[config.mk]
export PLATFORM = sky130hd
export DESIGN_NAME = rqf_top
export DESIGN_NICKNAME = d
export VERILOG_FILES = /design/src/rqf_pkg.sv /design/src/rqf_top.sv /design/src/rqf_fifo.sv /design/src/rqf_hash.sv
export SDC_FILE = /design/constraint.sdc
export NUM_CORES = 1
export LEC_CHECK = 0
export ABC_CLOCK_PERIOD_IN_PS = 7300
export BUFFER_PORTS_ARGS = -buffer_cell sky130_fd_sc_hd__buf_2
export CAP_MARGIN = 20
export CORE_UTILIZATION = 45
export DETAILED_ROUTE_END_ITERATION = 10
export GPL_ROUTABILITY_DRIVEN = 1
export PLACE_DENSITY = 0.6
export SYNTH_ARGS = -nofsm -noshare
export SYNTH_HDL_FRONTEND = slang
export SYNTH_HIERARCHICAL = 1
export SYNTH_SLANG_ARGS = --single-unit
[constraint.sdc]
create_clock -name sys_clk -period 7.3 [get_ports sys_clk]
set_input_delay 1.095 -clock sys_clk [delete_from_list [all_inputs] [get_ports sys_clk]]
set_output_delay 1.095 -clock sys_clk [all_outputs]
set_load 0.005 [all_outputs]
[src/rqf_pkg.sv]
// Purpose: Shared constants for the receive queue filter and flow marks.
// Assumes: 16-bit host register bus, byte addresses as printed.
// Notes: Water marks count double words of free receive queue space.
package rqf_pkg;
  localparam logic [9:0] HASH3_OFS = 10'h1a6;
  localparam logic [9:0] LOW_OFS = 10'h1b0;
  localparam logic [9:0] HIGH_OFS = 10'h1b2;
  localparam logic [9:0] OVR_OFS = 10'h1b4;
  localparam logic [9:0] FCNT_OFS = 10'h1b8;
  localparam logic [15:0] HASH3_RST = 16'h0000;
  localparam logic [11:0] LOW_RST = 12'h600;
  localparam logic [11:0] HIGH_RST = 12'h400;
  localparam logic [11:0] OVR_RST = 12'h040;
  localparam logic [7:0] RSVD_RST = 8'h00;
  localparam int MARK_W = 12;
  localparam int FCNT_LSB = 8;
  localparam int CTL_RXALL_BIT = 4;
  localparam int CTL_MCADDR_BIT = 8;
  localparam int HASH_W = 6;
  localparam int FIFO_DEPTH = 32;
  localparam int FIFO_W = 16;
  localparam logic [31:0] CRC_POLY = 32'h04c11db7;
endpackage

[src/rqf_top.sv]
// Purpose: Multicast hash word 3, queue water marks and frame count.
// Assumes: Host bus is a 16-bit synchronous read/write strobe port.
// Notes: Hash words 0 to 2 are held elsewhere and enter as a port.
`timescale 1ns/1ps
`default_nettype none
// Functional notes
// - Accept a multicast frame whose hashed table bit is one.
// - Discard a multicast frame whose hashed table bit is zero.
// - Receive-all with multicast-by-address set accepts every multicast.
// - Hash is top six CRC bits; two pick word, four pick bit.
// - Low water mark, 12 bits in double words, resets to 0x600.
// - High water mark, 12 bits free space, resets to 0x400.
// - Overrun water mark, 12 bits free space, resets to 0x040.
// - Read-only frame count in bits 15:8, latched on interrupt clear.
module rqf_top #(
  parameter int QUEUE_DW = 3072,
  parameter int DEPTH = rqf_pkg::FIFO_DEPTH
) (
  // Clock and reset.
  input wire logic sys_clk,
  input wire logic rst,
  // Host register port.
  input wire logic [9:0] reg_addr,
  input wire logic reg_wr,
  input wire logic reg_rd,
  input wire logic [15:0] reg_wdata,
  output logic [15:0] reg_rdata,
  // Control from neighbouring registers.
  input wire logic [15:0] receive_control_one,
  input wire logic [47:0] hash_words_0_2,
  input wire logic rx_int_clear,
  // Frame decision from the receive MAC.
  input wire logic frame_check,
  input wire logic frame_is_mcast,
  input wire logic [47:0] frame_dest_addr,
  output logic frame_accept,
  output logic frame_drop,
  // Receive data stream into the queue.
  input wire logic rx_valid,
  output logic rx_ready,
  input wire logic [rqf_pkg::FIFO_W-1:0] rx_data,
  input wire logic rx_frame_end,
  // Queue drain towards the host.
  output logic host_valid,
  input wire logic host_ready,
  output logic [rqf_pkg::FIFO_W-1:0] host_data,
  input wire logic host_frame_done,
  // Queue space accounting.
  input wire logic [11:0] queue_used_dw,
  // Flow control outputs.
  output logic flow_pause,
  output logic flow_overrun
);
  import rqf_pkg::*;

  typedef enum logic [1:0] {FC_IDLE, FC_PAUSE} rqf_fc_t;

  logic [15:0] hash3_q, hash3_d;
  logic [MARK_W-1:0] low_q, low_d, high_q, high_d, ovr_q, ovr_d;
  logic [7:0] fcnt_lat_q, fcnt_lat_d, frames_q, frames_d;
  logic [7:0] rsvd_q, rsvd_d;
  logic [15:0] rdata_q, rdata_d;
  logic accept_q, accept_d, drop_q, drop_d;
  logic ovr_flag_q, ovr_flag_d;
  rqf_fc_t fc_q, fc_d;
  logic [HASH_W-1:0] hidx;
  logic [63:0] table_bits;
  logic [MARK_W:0] free_dw;

  function automatic logic hit(input logic [9:0] a, input logic [9:0] o);
    hit = (a == o);
  endfunction

  rqf_hash u_hash (
    .dest_addr(frame_dest_addr),
    .hash_index(hidx)
  );

  rqf_fifo #(.WIDTH(FIFO_W), .DEPTH(DEPTH)) u_fifo (
    .sys_clk(sys_clk),
    .rst(rst),
    .in_valid(rx_valid),
    .in_ready(rx_ready),
    .in_data(rx_data),
    .out_valid(host_valid),
    .out_ready(host_ready),
    .out_data(host_data),
    .level()
  );

  assign table_bits = {hash3_q, hash_words_0_2};
  assign free_dw = (QUEUE_DW[MARK_W:0] > {1'b0, queue_used_dw}) ?
      QUEUE_DW[MARK_W:0] - {1'b0, queue_used_dw} : '0;
  assign reg_rdata = rdata_q;
  assign frame_accept = accept_q;
  assign frame_drop = drop_q;
  assign flow_pause = (fc_q == FC_PAUSE);
  assign flow_overrun = ovr_flag_q;

  // Register writes.
  always_comb begin
    hash3_d = hash3_q;
    low_d = low_q;
    high_d = high_q;
    ovr_d = ovr_q;
    rsvd_d = rsvd_q;
    if (reg_wr) begin
      if (hit(reg_addr, HASH3_OFS)) begin
        hash3_d = reg_wdata;
      end
      if (hit(reg_addr, LOW_OFS)) begin
        low_d = reg_wdata[MARK_W-1:0];
      end
      if (hit(reg_addr, HIGH_OFS)) begin
        high_d = reg_wdata[MARK_W-1:0];
      end
      if (hit(reg_addr, OVR_OFS)) begin
        ovr_d = reg_wdata[MARK_W-1:0];
      end
      if (hit(reg_addr, FCNT_OFS)) begin
        rsvd_d = reg_wdata[7:0];
      end
    end
  end

  // Register reads, one cycle after the strobe.
  always_comb begin
    rdata_d = rdata_q;
    if (reg_rd) begin
      rdata_d = 16'h0000;
      if (hit(reg_addr, HASH3_OFS)) begin
        rdata_d = hash3_q;
      end
      if (hit(reg_addr, LOW_OFS)) begin
        rdata_d = {4'h0, low_q};
      end
      if (hit(reg_addr, HIGH_OFS)) begin
        rdata_d = {4'h0, high_q};
      end
      if (hit(reg_addr, OVR_OFS)) begin
        rdata_d = {4'h0, ovr_q};
      end
      if (hit(reg_addr, FCNT_OFS)) begin
        rdata_d = {fcnt_lat_q, rsvd_q};
      end
    end
  end

  // Frame count tracking and latching on interrupt clear.
  always_comb begin
    frames_d = frames_q;
    if (rx_frame_end && !host_frame_done && frames_q != 8'hff) begin
      frames_d = frames_q + 8'h01;
    end else if (host_frame_done && !rx_frame_end && frames_q != 8'h00) begin
      frames_d = frames_q - 8'h01;
    end
    fcnt_lat_d = rx_int_clear ? frames_d : fcnt_lat_q;
  end

  // Multicast filter decision.
  always_comb begin
    accept_d = 1'b0;
    drop_d = 1'b0;
    if (frame_check) begin
      if (!frame_is_mcast) begin
        accept_d = 1'b1;
      end else if (receive_control_one[CTL_RXALL_BIT] &&
                   receive_control_one[CTL_MCADDR_BIT]) begin
        accept_d = 1'b1;
      end else if (table_bits[hidx]) begin
        accept_d = 1'b1;
      end else begin
        drop_d = 1'b1;
      end
    end
  end

  // Flow control state.
  always_comb begin
    fc_d = fc_q;
    case (fc_q)
      FC_IDLE: begin
        if (free_dw < {1'b0, high_q}) begin
          fc_d = FC_PAUSE;
        end
      end
      FC_PAUSE: begin
        if (free_dw > {1'b0, low_q}) begin
          fc_d = FC_IDLE;
        end
      end
      default: begin
        fc_d = FC_IDLE;
      end
    endcase
    ovr_flag_d = (free_dw < {1'b0, ovr_q});
  end

  always_ff @(posedge sys_clk) begin
    if (rst) begin
      hash3_q <= HASH3_RST;
      low_q <= LOW_RST;
      high_q <= HIGH_RST;
      ovr_q <= OVR_RST;
      rsvd_q <= RSVD_RST;
      rdata_q <= 16'h0000;
      frames_q <= 8'h00;
      fcnt_lat_q <= 8'h00;
      accept_q <= 1'b0;
      drop_q <= 1'b0;
      fc_q <= FC_IDLE;
      ovr_flag_q <= 1'b0;
    end else begin
      hash3_q <= hash3_d;
      low_q <= low_d;
      high_q <= high_d;
      ovr_q <= ovr_d;
      rsvd_q <= rsvd_d;
      rdata_q <= rdata_d;
      frames_q <= frames_d;
      fcnt_lat_q <= fcnt_lat_d;
      accept_q <= accept_d;
      drop_q <= drop_d;
      fc_q <= fc_d;
      ovr_flag_q <= ovr_flag_d;
    end
  end

  a_hash_accept: assert property (@(posedge sys_clk) disable iff (rst)
    frame_check && frame_is_mcast && table_bits[hidx] |=> frame_accept)
    else $error("Multicast with set hash bit not accepted.");
  a_hash_drop: assert property (@(posedge sys_clk) disable iff (rst)
    frame_check && frame_is_mcast && !table_bits[hidx] &&
    !(receive_control_one[4] && receive_control_one[8]) |=> frame_drop)
    else $error("Multicast with clear hash bit not dropped.");
  a_all_mcast: assert property (@(posedge sys_clk) disable iff (rst)
    frame_check && receive_control_one[4] && receive_control_one[8]
    |=> frame_accept && !frame_drop)
    else $error("Receive-all multicast not accepted.");
  a_hash_word: assert property (@(posedge sys_clk) disable iff (rst)
    frame_check && frame_is_mcast && hidx[5:4] == 2'b11 &&
    !(receive_control_one[4] && receive_control_one[8])
    |=> frame_accept == $past(hash3_q[hidx[3:0]]))
    else $error("Hash word 3 bit selection wrong.");
  a_low_mark: assert property (@(posedge sys_clk)
    rst |=> low_q == 12'h600)
    else $error("Low water mark reset wrong.");
  a_high_mark: assert property (@(posedge sys_clk)
    rst |=> high_q == 12'h400)
    else $error("High water mark reset wrong.");
  a_ovr_mark: assert property (@(posedge sys_clk) disable iff (rst)
    reg_wr && reg_addr == 10'h1b4 |=> ovr_q == $past(reg_wdata[11:0]))
    else $error("Overrun water mark write lost.");
  a_count_ro: assert property (@(posedge sys_clk) disable iff (rst)
    !rx_int_clear |=> fcnt_lat_q == $past(fcnt_lat_q))
    else $error("Frame count changed without clear.");
  a_count_read: assert property (@(posedge sys_clk) disable iff (rst)
    reg_rd && reg_addr == 10'h1b8 |=> reg_rdata[15:8] == $past(fcnt_lat_q))
    else $error("Frame count read value wrong.");
  a_flow_on: assert property (@(posedge sys_clk) disable iff (rst)
    !flow_pause && free_dw < {1'b0, high_q} |=> flow_pause)
    else $error("Flow control not asserted below high mark.");
  // Further checks on hash word 3, the marks, the filter verdicts and the latched count.
  a_hash_reset: assert property (@(posedge sys_clk)
    rst |=> hash3_q == HASH3_RST)
    else $error("Hash word 3 reset wrong.");
  a_one_verdict: assert property (@(posedge sys_clk) disable iff (rst)
    frame_check |=> frame_accept != frame_drop)
    else $error("Filter verdict not exactly one.");
  a_no_verdict: assert property (@(posedge sys_clk) disable iff (rst)
    !frame_check |=> !frame_accept && !frame_drop)
    else $error("Filter verdict without a frame.");
  a_low_write: assert property (@(posedge sys_clk) disable iff (rst)
    reg_wr && reg_addr == LOW_OFS |=> low_q == $past(reg_wdata[11:0]))
    else $error("Low water mark write lost.");
  a_low_read: assert property (@(posedge sys_clk) disable iff (rst)
    reg_rd && reg_addr == LOW_OFS |=> reg_rdata == {4'h0, $past(low_q)})
    else $error("Low water mark read wrong.");
  a_high_write: assert property (@(posedge sys_clk) disable iff (rst)
    reg_wr && reg_addr == HIGH_OFS |=> high_q == $past(reg_wdata[11:0]))
    else $error("High water mark write lost.");
  a_high_read: assert property (@(posedge sys_clk) disable iff (rst)
    reg_rd && reg_addr == HIGH_OFS |=> reg_rdata == {4'h0, $past(high_q)})
    else $error("High water mark read wrong.");
  a_ovr_reset: assert property (@(posedge sys_clk)
    rst |=> ovr_q == OVR_RST)
    else $error("Overrun water mark reset wrong.");
  a_ovr_read: assert property (@(posedge sys_clk) disable iff (rst)
    reg_rd && reg_addr == OVR_OFS |=> reg_rdata == {4'h0, $past(ovr_q)})
    else $error("Overrun water mark read wrong.");
  a_ovr_set: assert property (@(posedge sys_clk) disable iff (rst)
    free_dw < {1'b0, ovr_q} |=> flow_overrun)
    else $error("Overrun flag not set below mark.");
  a_ovr_clear: assert property (@(posedge sys_clk) disable iff (rst)
    free_dw >= {1'b0, ovr_q} |=> !flow_overrun)
    else $error("Overrun flag set above mark.");
  a_flow_off: assert property (@(posedge sys_clk) disable iff (rst)
    flow_pause && free_dw > {1'b0, low_q} |=> !flow_pause)
    else $error("Flow control not released above low mark.");
  a_pause_hold: assert property (@(posedge sys_clk) disable iff (rst)
    flow_pause && free_dw <= {1'b0, low_q} |=> flow_pause)
    else $error("Flow control released too early.");
  a_idle_hold: assert property (@(posedge sys_clk) disable iff (rst)
    !flow_pause && free_dw >= {1'b0, high_q} |=> !flow_pause)
    else $error("Flow control asserted too early.");
  a_count_latch: assert property (@(posedge sys_clk) disable iff (rst)
    rx_int_clear |=> fcnt_lat_q == frames_q)
    else $error("Frame count not latched on clear.");
endmodule
`default_nettype wire

[src/rqf_fifo.sv]
// Purpose: Valid/ready FIFO in the receive data path.
// Assumes: Depth is a power of two.
// Notes: Full and empty derive from an occupancy counter.
`timescale 1ns/1ps
`default_nettype none
module rqf_fifo #(
  parameter int WIDTH = 16,
  parameter int DEPTH = 32
) (
  // Clock and reset.
  input wire logic sys_clk,
  input wire logic rst,
  // Fill side.
  input wire logic in_valid,
  output logic in_ready,
  input wire logic [WIDTH-1:0] in_data,
  // Drain side.
  output logic out_valid,
  input wire logic out_ready,
  output logic [WIDTH-1:0] out_data,
  // Occupancy.
  output logic [$clog2(DEPTH):0] level
);
  localparam int AW = $clog2(DEPTH);
  logic [WIDTH-1:0] mem [DEPTH];
  logic [AW-1:0] wp_q, wp_d, rp_q, rp_d;
  logic [AW:0] cnt_q, cnt_d;
  logic push, pop;

  assign in_ready = (cnt_q != DEPTH[AW:0]);
  assign out_valid = (cnt_q != '0);
  assign out_data = mem[rp_q];
  assign level = cnt_q;
  assign push = in_valid && in_ready;
  assign pop = out_valid && out_ready;

  always_comb begin
    wp_d = push ? wp_q + 1'b1 : wp_q;
    rp_d = pop ? rp_q + 1'b1 : rp_q;
    cnt_d = cnt_q + {{AW{1'b0}}, push} - {{AW{1'b0}}, pop};
  end

  always_ff @(posedge sys_clk) begin
    if (push) begin
      mem[wp_q] <= in_data;
    end
    if (rst) begin
      wp_q <= '0;
      rp_q <= '0;
      cnt_q <= '0;
    end else begin
      wp_q <= wp_d;
      rp_q <= rp_d;
      cnt_q <= cnt_d;
    end
  end
endmodule
`default_nettype wire

[src/rqf_hash.sv]
// Purpose: Six-bit multicast hash index from a destination address.
// Assumes: Address arrives as 48 bits, first wire bit at bit 0.
// Notes: Combinational CRC over all 48 bits.
`timescale 1ns/1ps
`default_nettype none
module rqf_hash (
  // Address in.
  input wire logic [47:0] dest_addr,
  // Index out.
  output logic [rqf_pkg::HASH_W-1:0] hash_index
);
  import rqf_pkg::*;
  logic [31:0] crc;

  always_comb begin
    crc = 32'hffffffff;
    for (int i = 0; i < 48; i++) begin
      if (crc[31] ^ dest_addr[i]) begin
        crc = (crc << 1) ^ CRC_POLY;
      end else begin
        crc = crc << 1;
      end
    end
    hash_index = crc[31:32-HASH_W];
  end
endmodule
`default_nettype wire

After elaboration in Yosys (flattened, before gate mapping)

Memories as Yosys holds them, arrays and structs flattened. A register that Yosys moved wholly into a read port is not among the register bits.
Cells that the tools add are included.

Word-level logic and storage cells: 223
Bits in registers: 113
Bits in writable memories: 512
Memories: 1
Bits of input ports: 177
Output and inout port bits: 38

Reductions and logical operators: 20
Add/sub/neg operators: 7
Bitwise operators: 96
Equal/unequal tests: 10
$lt $le $gt $ge: 5
Mux-type cells: 69

Memory list:

| name       | words | width | read ports | clocked after Yosys merged registers in | wr ports | line           | RTL |
|---|---|---|---|---|---|---|---|
| u_fifo.mem | 32    | 16    | 1          | 1                                       | 1        | rqf_fifo.sv:25 | `logic [WIDTH-1:0] mem [DEPTH];` |

Operators with widths:

| cell                   | number |
|---|---|
| $mux 27                | 48 |
| $not 14->14            | 47 |
| $mux 16                | 5 |
| $eq 10x9->1 const B    | 5 |
| $xor 1x1->1            | 42 |
| $lt 13x12->1           | 2 |
| $mux 8                 | 2 |
| $gt 13x12->1           | 1 |
| $mux 13                | 1 |
| $sub 12x12->13 const A | 1 |
| $gt 12x12->1 const A   | 1 |
| $reduce_and 2->1       | 6 |
| $add 5x1->5 const B    | 2 |
| $mux 5                 | 2 |
| $add 8x1->8 const B    | 1 |
| $ne 8x8->1 const B     | 1 |
| $reduce_bool 8->1      | 1 |
| $sub 8x1->8 const B    | 1 |
| $logic_and 1x1->1      | 7 |
| $lt 6x7->1 const B     | 1 |
| $mux 1                 | 7 |
| $add 6x1->6            | 1 |
| $bmux 1 s6             | 1 |
| $ne 6x6->1 const B     | 1 |
| 13 further kinds       | 20 |

Longest topological paths before layout

Depth in word-level cells: 100
Gate-level depth with buffers: 16
Depth with buffers taken out: 14

Hierarchy

Netlist, hierarchy kept.

Modules (own cells, without submodules):

| module   | cells each | times used | area an instance (um^2) |
|---|---|---|---|
| rqf_fifo | 1,070      | 1          | 20,714.9 |
| rqf_top  | 673        | 1          | 5,680.4 |
| rqf_hash | 184        | 1          | 2,651.3 |

Worst setup path before layout

OpenSTA, ideal clock, no wires.

Kind: input to register
From: in frame_dest_addr[4]
To: reg accept_q (netlist: frame_accept)
Slack: 1.640 ns
Arrival: 5.544 ns
Setup time: 0.116 ns
Path buffers: 3
Data required time: 7.184 ns
Cell stages on the path: 16
Path through: buf_2 -> xnor2_1 -> xnor3_1 -> xnor3_1 -> xor3_1 -> xnor3_1 -> xor2_1 -> xnor3_1 -> buf_1 -> clkbuf_1 -> mux4_2 -> mux4_2 -> mux2_2 -> nand2_1 -> o2111ai_1 -> and3b_1

Word-level cells in the longest chain between the ends: 61

RTL lines:

| what                                          | line           | RTL |
|---|---|---|
| from (decl)                                   | rqf_top.sv:35  | `input wire logic [47:0] frame_dest_addr,` |
| $xor 1x1->1 *                                 | rqf_hash.sv:18 | `if (crc[31] ^ dest_addr[i]) begin` |
| $mux 27 *                                     | rqf_hash.sv:18 |  |
| $mux 27 / $not 14->14 (equally long branches) | n/a            |  |
| $mux 27                                       | rqf_hash.sv:18 |  |
| $mux 27 / $not 14->14 (equally long branches) | n/a            |  |
| $mux 27 (2 in series)                         | rqf_hash.sv:18 |  |
| $not 14->14 (no line)                         | n/a            |  |
| $mux 27                                       | rqf_hash.sv:18 |  |
| [45 not listed]                               | n/a            |  |
| $not 14->14 (no line)                         | n/a            |  |
| $mux 27 *                                     | rqf_hash.sv:18 |  |
| via hidx[1]                                   | rqf_top.sv:66  | `logic [HASH_W-1:0] hidx;` |
| $bmux 1 s6 *                                  | rqf_top.sv:170 | `end else if (table_bits[hidx]) begin` |
| $mux 1 (not written as such) *                | rqf_top.sv:170 |  |
| $mux 1 *                                      | rqf_top.sv:170 |  |
| $mux 1 *                                      | rqf_top.sv:167 | `end else if (receive_control_one[CTL_RXALL_BIT] &&` |
| $mux 1 *                                      | rqf_top.sv:165 | `if (!frame_is_mcast) begin` |
| to (signal assigned)                          | rqf_top.sv:222 | `accept_q <= accept_d;` |
| to (decl)                                     | rqf_top.sv:63  | `logic accept_q, accept_d, drop_q, drop_d;` |

The timed path passes the listed nets; every way through them passes the cells marked *. The select of a mux whose other input is x is not followed.
A chain may end at the register's enable or synchronous reset.

Worst setup path in the final report

From: in frame_dest_addr[1]
To: reg accept_q (netlist: frame_accept)

RTL lines:

| what                                                        | line |
|---|---|
| $xor 1x1->1 *                                               | rqf_hash.sv:18 |
| $mux 27 *                                                   | rqf_hash.sv:18 |
| $mux 27 / $not 14->14 (equally long branches) (2 in series) | n/a |
| $mux 27                                                     | rqf_hash.sv:18 |
| $not 14->14 (no line) / $mux 27 (equally long branches)     | n/a |
| $mux 27                                                     | rqf_hash.sv:18 |
| $mux 27 / $not 14->14 (equally long branches) (2 in series) | n/a |
| $mux 27                                                     | rqf_hash.sv:18 |
| [47 not listed]                                             | n/a |
| $not 14->14 (no line)                                       | n/a |
| $mux 27 *                                                   | rqf_hash.sv:18 |
| via hidx[1]                                                 | rqf_top.sv:66 |
| $bmux 1 s6 *                                                | rqf_top.sv:170 |
| $mux 1 (not written as such) *                              | rqf_top.sv:170 |
| $mux 1 *                                                    | rqf_top.sv:170 |
| $mux 1 *                                                    | rqf_top.sv:167 |
| $mux 1 *                                                    | rqf_top.sv:165 |

Marks and branches as above.

==> flow_summary.ini <==
[timing]
layout_min_cycle_time_ns = 5.45
slew_viol_final = 0
final.setup.tns_ns = 0
maximum_clock_skew_at_final_layout_ns = 0.0405
setup_viol = 0
maxClockFrequency_ghz = 0.183
timing.slew.headroom = 0.284
min_period_over_period = 0.747
hold_vio_cnt_final = 0
holdWs_ns = 0.457
worstMarginPinSlew_ns = 1.07
rsz0062_at_grt = no

[global_routing]
grt_max_degree = 107
first_global_vias = 17498
gr-total-overflow = 0
grt_pass1_wl_um = 109000
grt_usage = 0.218
grt_antenna_before_repair = 0

[yosys]
synth.yosys.seq_area_share = 0.610
synth_top_family_by_area = multiplexers
synth_cells = 1927
postSynth.asyncResetShare = 0
synth_cell_types = 81
syn_area_mm2 = 0.0290
synth-seq-cells = 629
synth_compound_area_frac = 0.0635
number_of_enable_type_register_cells_in_the_synthesized_netlist = 512
cell_with_the_most_instances_after_synthesis = sky130_fd_sc_hd__edfxtp_1
yosys.area_share.adder = 0.0219
yosys.area.top_type = sky130_fd_sc_hd__edfxtp_1
synth-warning-count = 6
synth_simple_gate_area_frac = 0.0678
netlist_top_cells_count = sky130_fd_sc_hd__edfxtp_1 (512), sky130_fd_sc_hd__mux2i_1 (135), sky130_fd_sc_hd__dfxtp_1 (117)
multiplexer_fraction_of_the_synthesized_cell_area = 0.113
synth_nets = 2151
netlist_top_cells_area = sky130_fd_sc_hd__edfxtp_1 (53%), sky130_fd_sc_hd__dfxtp_1 (8.1%), sky130_fd_sc_hd__mux4_2 (6.0%)
netlist.area_leader.share = 0.529
synth_xor_xnor_area_share = 0.0949
ys.flop_type = sky130_fd_sc_hd__edfxtp_1
mean_syn_cell_area_um2 = 15.1

[routing]
avgViaCountPerCell = 5.68
drt_iter0_markers = 1404
drt_drc_violations_left = 0
first_pass_detailed_route_iteration_total = 5
route.final.wire_length_um = 71400
wl_cell_um = 23.6
ant_nets = 0
via_count = 17156

[power]
combinational_share_of_power = 0.492
swShare = 0.314
power.density_cell_area_mw_per_mm2 = 442
total_power_mw = 14.6
intPower_mw = 10.0
power_share_of_the_clock_group = 0.231
static_leakage_nw = 11.2
power.share.sequential = 0.278
power.switching_mw = 4.59
ir_worst_vdd_v = 0.000781

[cells_and_area]
final-seq-area_mm2 = 0.0177
final_util = 0.521
finish.net_count = 2345
fill_cells = 5177
multi_input_comb_area_mm2 = 0.0105
flow.area_growth_from_synthesis_pct = 13.8
layout-drive-gt1-share = 0.221

[worst_setup_path]
max_stage_delay_ns = 0.57
critPathMostFrequentCell = sky130_fd_sc_hd__xnor3_1
critPathKind = primary input to register
timing.critical_path.slowest_stage_cell = sky130_fd_sc_hd__xnor3_1
worst-r2r-cell-count = 14
critical_path.startpoint_type = primary input
crit_required_ns = 7.80
worstSetupStartpoint = frame_dest_addr[1]
critical_path_at_ns = 5.95
critical_path.cell_chain = buf_2 > xnor2_2 > xnor3_4 > xnor2_4 > xor3_1 > xnor3_1 > xnor3_1 > xnor3_1 > buf_4 > mux4_2 > mux4_2 > mux2_2 > nand2_1 > o2111ai_1 > and3b_1
cp_max_fo = 9
cp-end-kind = register
critical_path.reg2reg.startpoint = u_fifo/level[2]$_SDFF_PP0_

[clock_tree]
cts_htree_levels = 3
cts_buffer_depth = 3
cts-root-buf = sky130_fd_sc_hd__clkbuf_16
clock_insertion_delay_worst_skew_ns = 0.61
postCtsHoldBufs = 0
cts.clk_slew.worst_paths_ns = 0.06
cts_setup_buffers = 0
tritoncts = done
ctsResizeCount = 0
cts-buffers-inserted = 67
clock-sinks = 629

[placement]
detailed_place_hpwl_um = 45100
routabilityCongestion = 0.864
port_buffers = 199

[hold_path]
min_from = rsvd_q[6]$_SDFFE_PP0P_
min_delay_path_depth = 2
timing.hold.worst.class = register to register

[floorplanning]
die_height_um = 256
design.core.area_mm2 = 0.0634
dieWidth_um = 256
io_pins = 215
initial_core_util = 0.458
total_die_area_mm2 = 0.0656
placement_rows = 92

[outcome]
status = finished clean

[run]
drv_cap = 0
flip-flops by register name (all words and copies together), names as in the netlist, 12 cells and up, named ones only:
name,cells
u_fifo/mem,512
hash3_q,16
reg_rdata,16
high_q,12
low_q,12
ovr_q,12
critical path: cells and delay by family:
family | cells | cell delay (ns)
compound gates | 1 | 0.15
simple gates | 2 | 0.28
xor+xnor | 7 | 2.84
buf+inv | 2 | 0.46
mux | 3 | 1.08
metrics by stage:
step / setup WS [ns] / cells / cell area (um^2)
2_1_floorplan: 1.64 / 1927 / 29000
3_3_place_gp: 1.28 / 2897 / 30900
3_5_place_dp: 1.18 / 2897 / 30900
4_1_cts: 1.81 / 3018 / 33000
5_1_grt: 1.60 / 3019 / 33100
6_report: 1.85 / 3020 / 33100
cells in the final DEF, fill, tap and decap left out, types with 7 or more instances in the layout:
master / count
sky130_fd_sc_hd__clkinv_2: 13
sky130_fd_sc_hd__xnor2_1: 88
sky130_fd_sc_hd__and3_1: 7
sky130_fd_sc_hd__xnor3_2: 10
sky130_fd_sc_hd__xnor2_4: 9
sky130_fd_sc_hd__mux4_2: 77
sky130_fd_sc_hd__buf_2: 198
sky130_fd_sc_hd__nor3_1: 9
sky130_fd_sc_hd__a222oi_1: 12
sky130_fd_sc_hd__a211oi_1: 9
sky130_fd_sc_hd__a21oi_1: 71
sky130_fd_sc_hd__o21ai_0: 11
sky130_fd_sc_hd__mux4_1: 7
sky130_fd_sc_hd__nor2b_1: 11
sky130_fd_sc_hd__nand4_1: 25
sky130_fd_sc_hd__buf_4: 46
sky130_fd_sc_hd__clkbuf_1: 8
sky130_fd_sc_hd__clkbuf_16: 67
sky130_fd_sc_hd__nand2b_1: 7
sky130_fd_sc_hd__nand3_1: 98
sky130_fd_sc_hd__dfxtp_1: 115
sky130_fd_sc_hd__xnor3_1: 36
sky130_fd_sc_hd__nand2_1: 94
sky130_fd_sc_hd__mux2i_1: 135
sky130_fd_sc_hd__edfxtp_1: 512
sky130_fd_sc_hd__a22oi_1: 112
sky130_fd_sc_hd__nor2_1: 87
sky130_fd_sc_hd__xor2_1: 33
sky130_fd_sc_hd__clkinv_1: 12
sky130_fd_sc_hd__ha_1: 46
sky130_fd_sc_hd__inv_1: 52
sky130_fd_sc_hd__a311oi_1: 13
layer usage:
metal,vias up,track usage,wire length [um]
li1,7813,-,-
met1,8772,0.305,31800
met2,464,0.356,34200
met3,107,0.0288,3550
met4,0,0.0682,1750
met5,-,0,0
final timing paths:
kind | end | slack, ns
worst max-delay path | frame_accept$_SDFF_PP0_ | 1.85
worst min-delay path | rsvd_q[6]$_SDFFE_PP0P_ | 0.46
worst max register to register | u_fifo/level[4]$_SDFF_PP0_ | 4.26
worst min register to register | rsvd_q[6]$_SDFFE_PP0P_ | 0.46
power groups by stage:
stage               sequential [mW]  combinational (mW)  clock [mW]
floorplan                      4.08                6.93           0
CTS                            4.06                7.17        3.44
global route                   4.07                7.29        3.56
finish                         4.06                7.18        3.37
global placement               4.13                7.15           0
detailed placement             4.13                7.16           0
layout make-up:
cell class                 instances  share of cell area
antenna                            1           0.0000757
tap                              846              0.0320
timing repair buffer             246              0.0418
clock buffer                      76              0.0520
sequential                       629               0.536
multi-input combinational       1124               0.318
inverter                          53             0.00602
clock inverter                    45              0.0138
cell families after synthesis:
kind of cell | count (synthesis)
AO/OA/AOI/OAI | 262
adder cells (fa/ha/maj) | 51
flip-flops | 629
AND/OR/NAND/NOR | 396
multiplexers | 221
buffers and inverters | 174
XOR/XNOR | 194
Power figures use the tool's default switching activity.
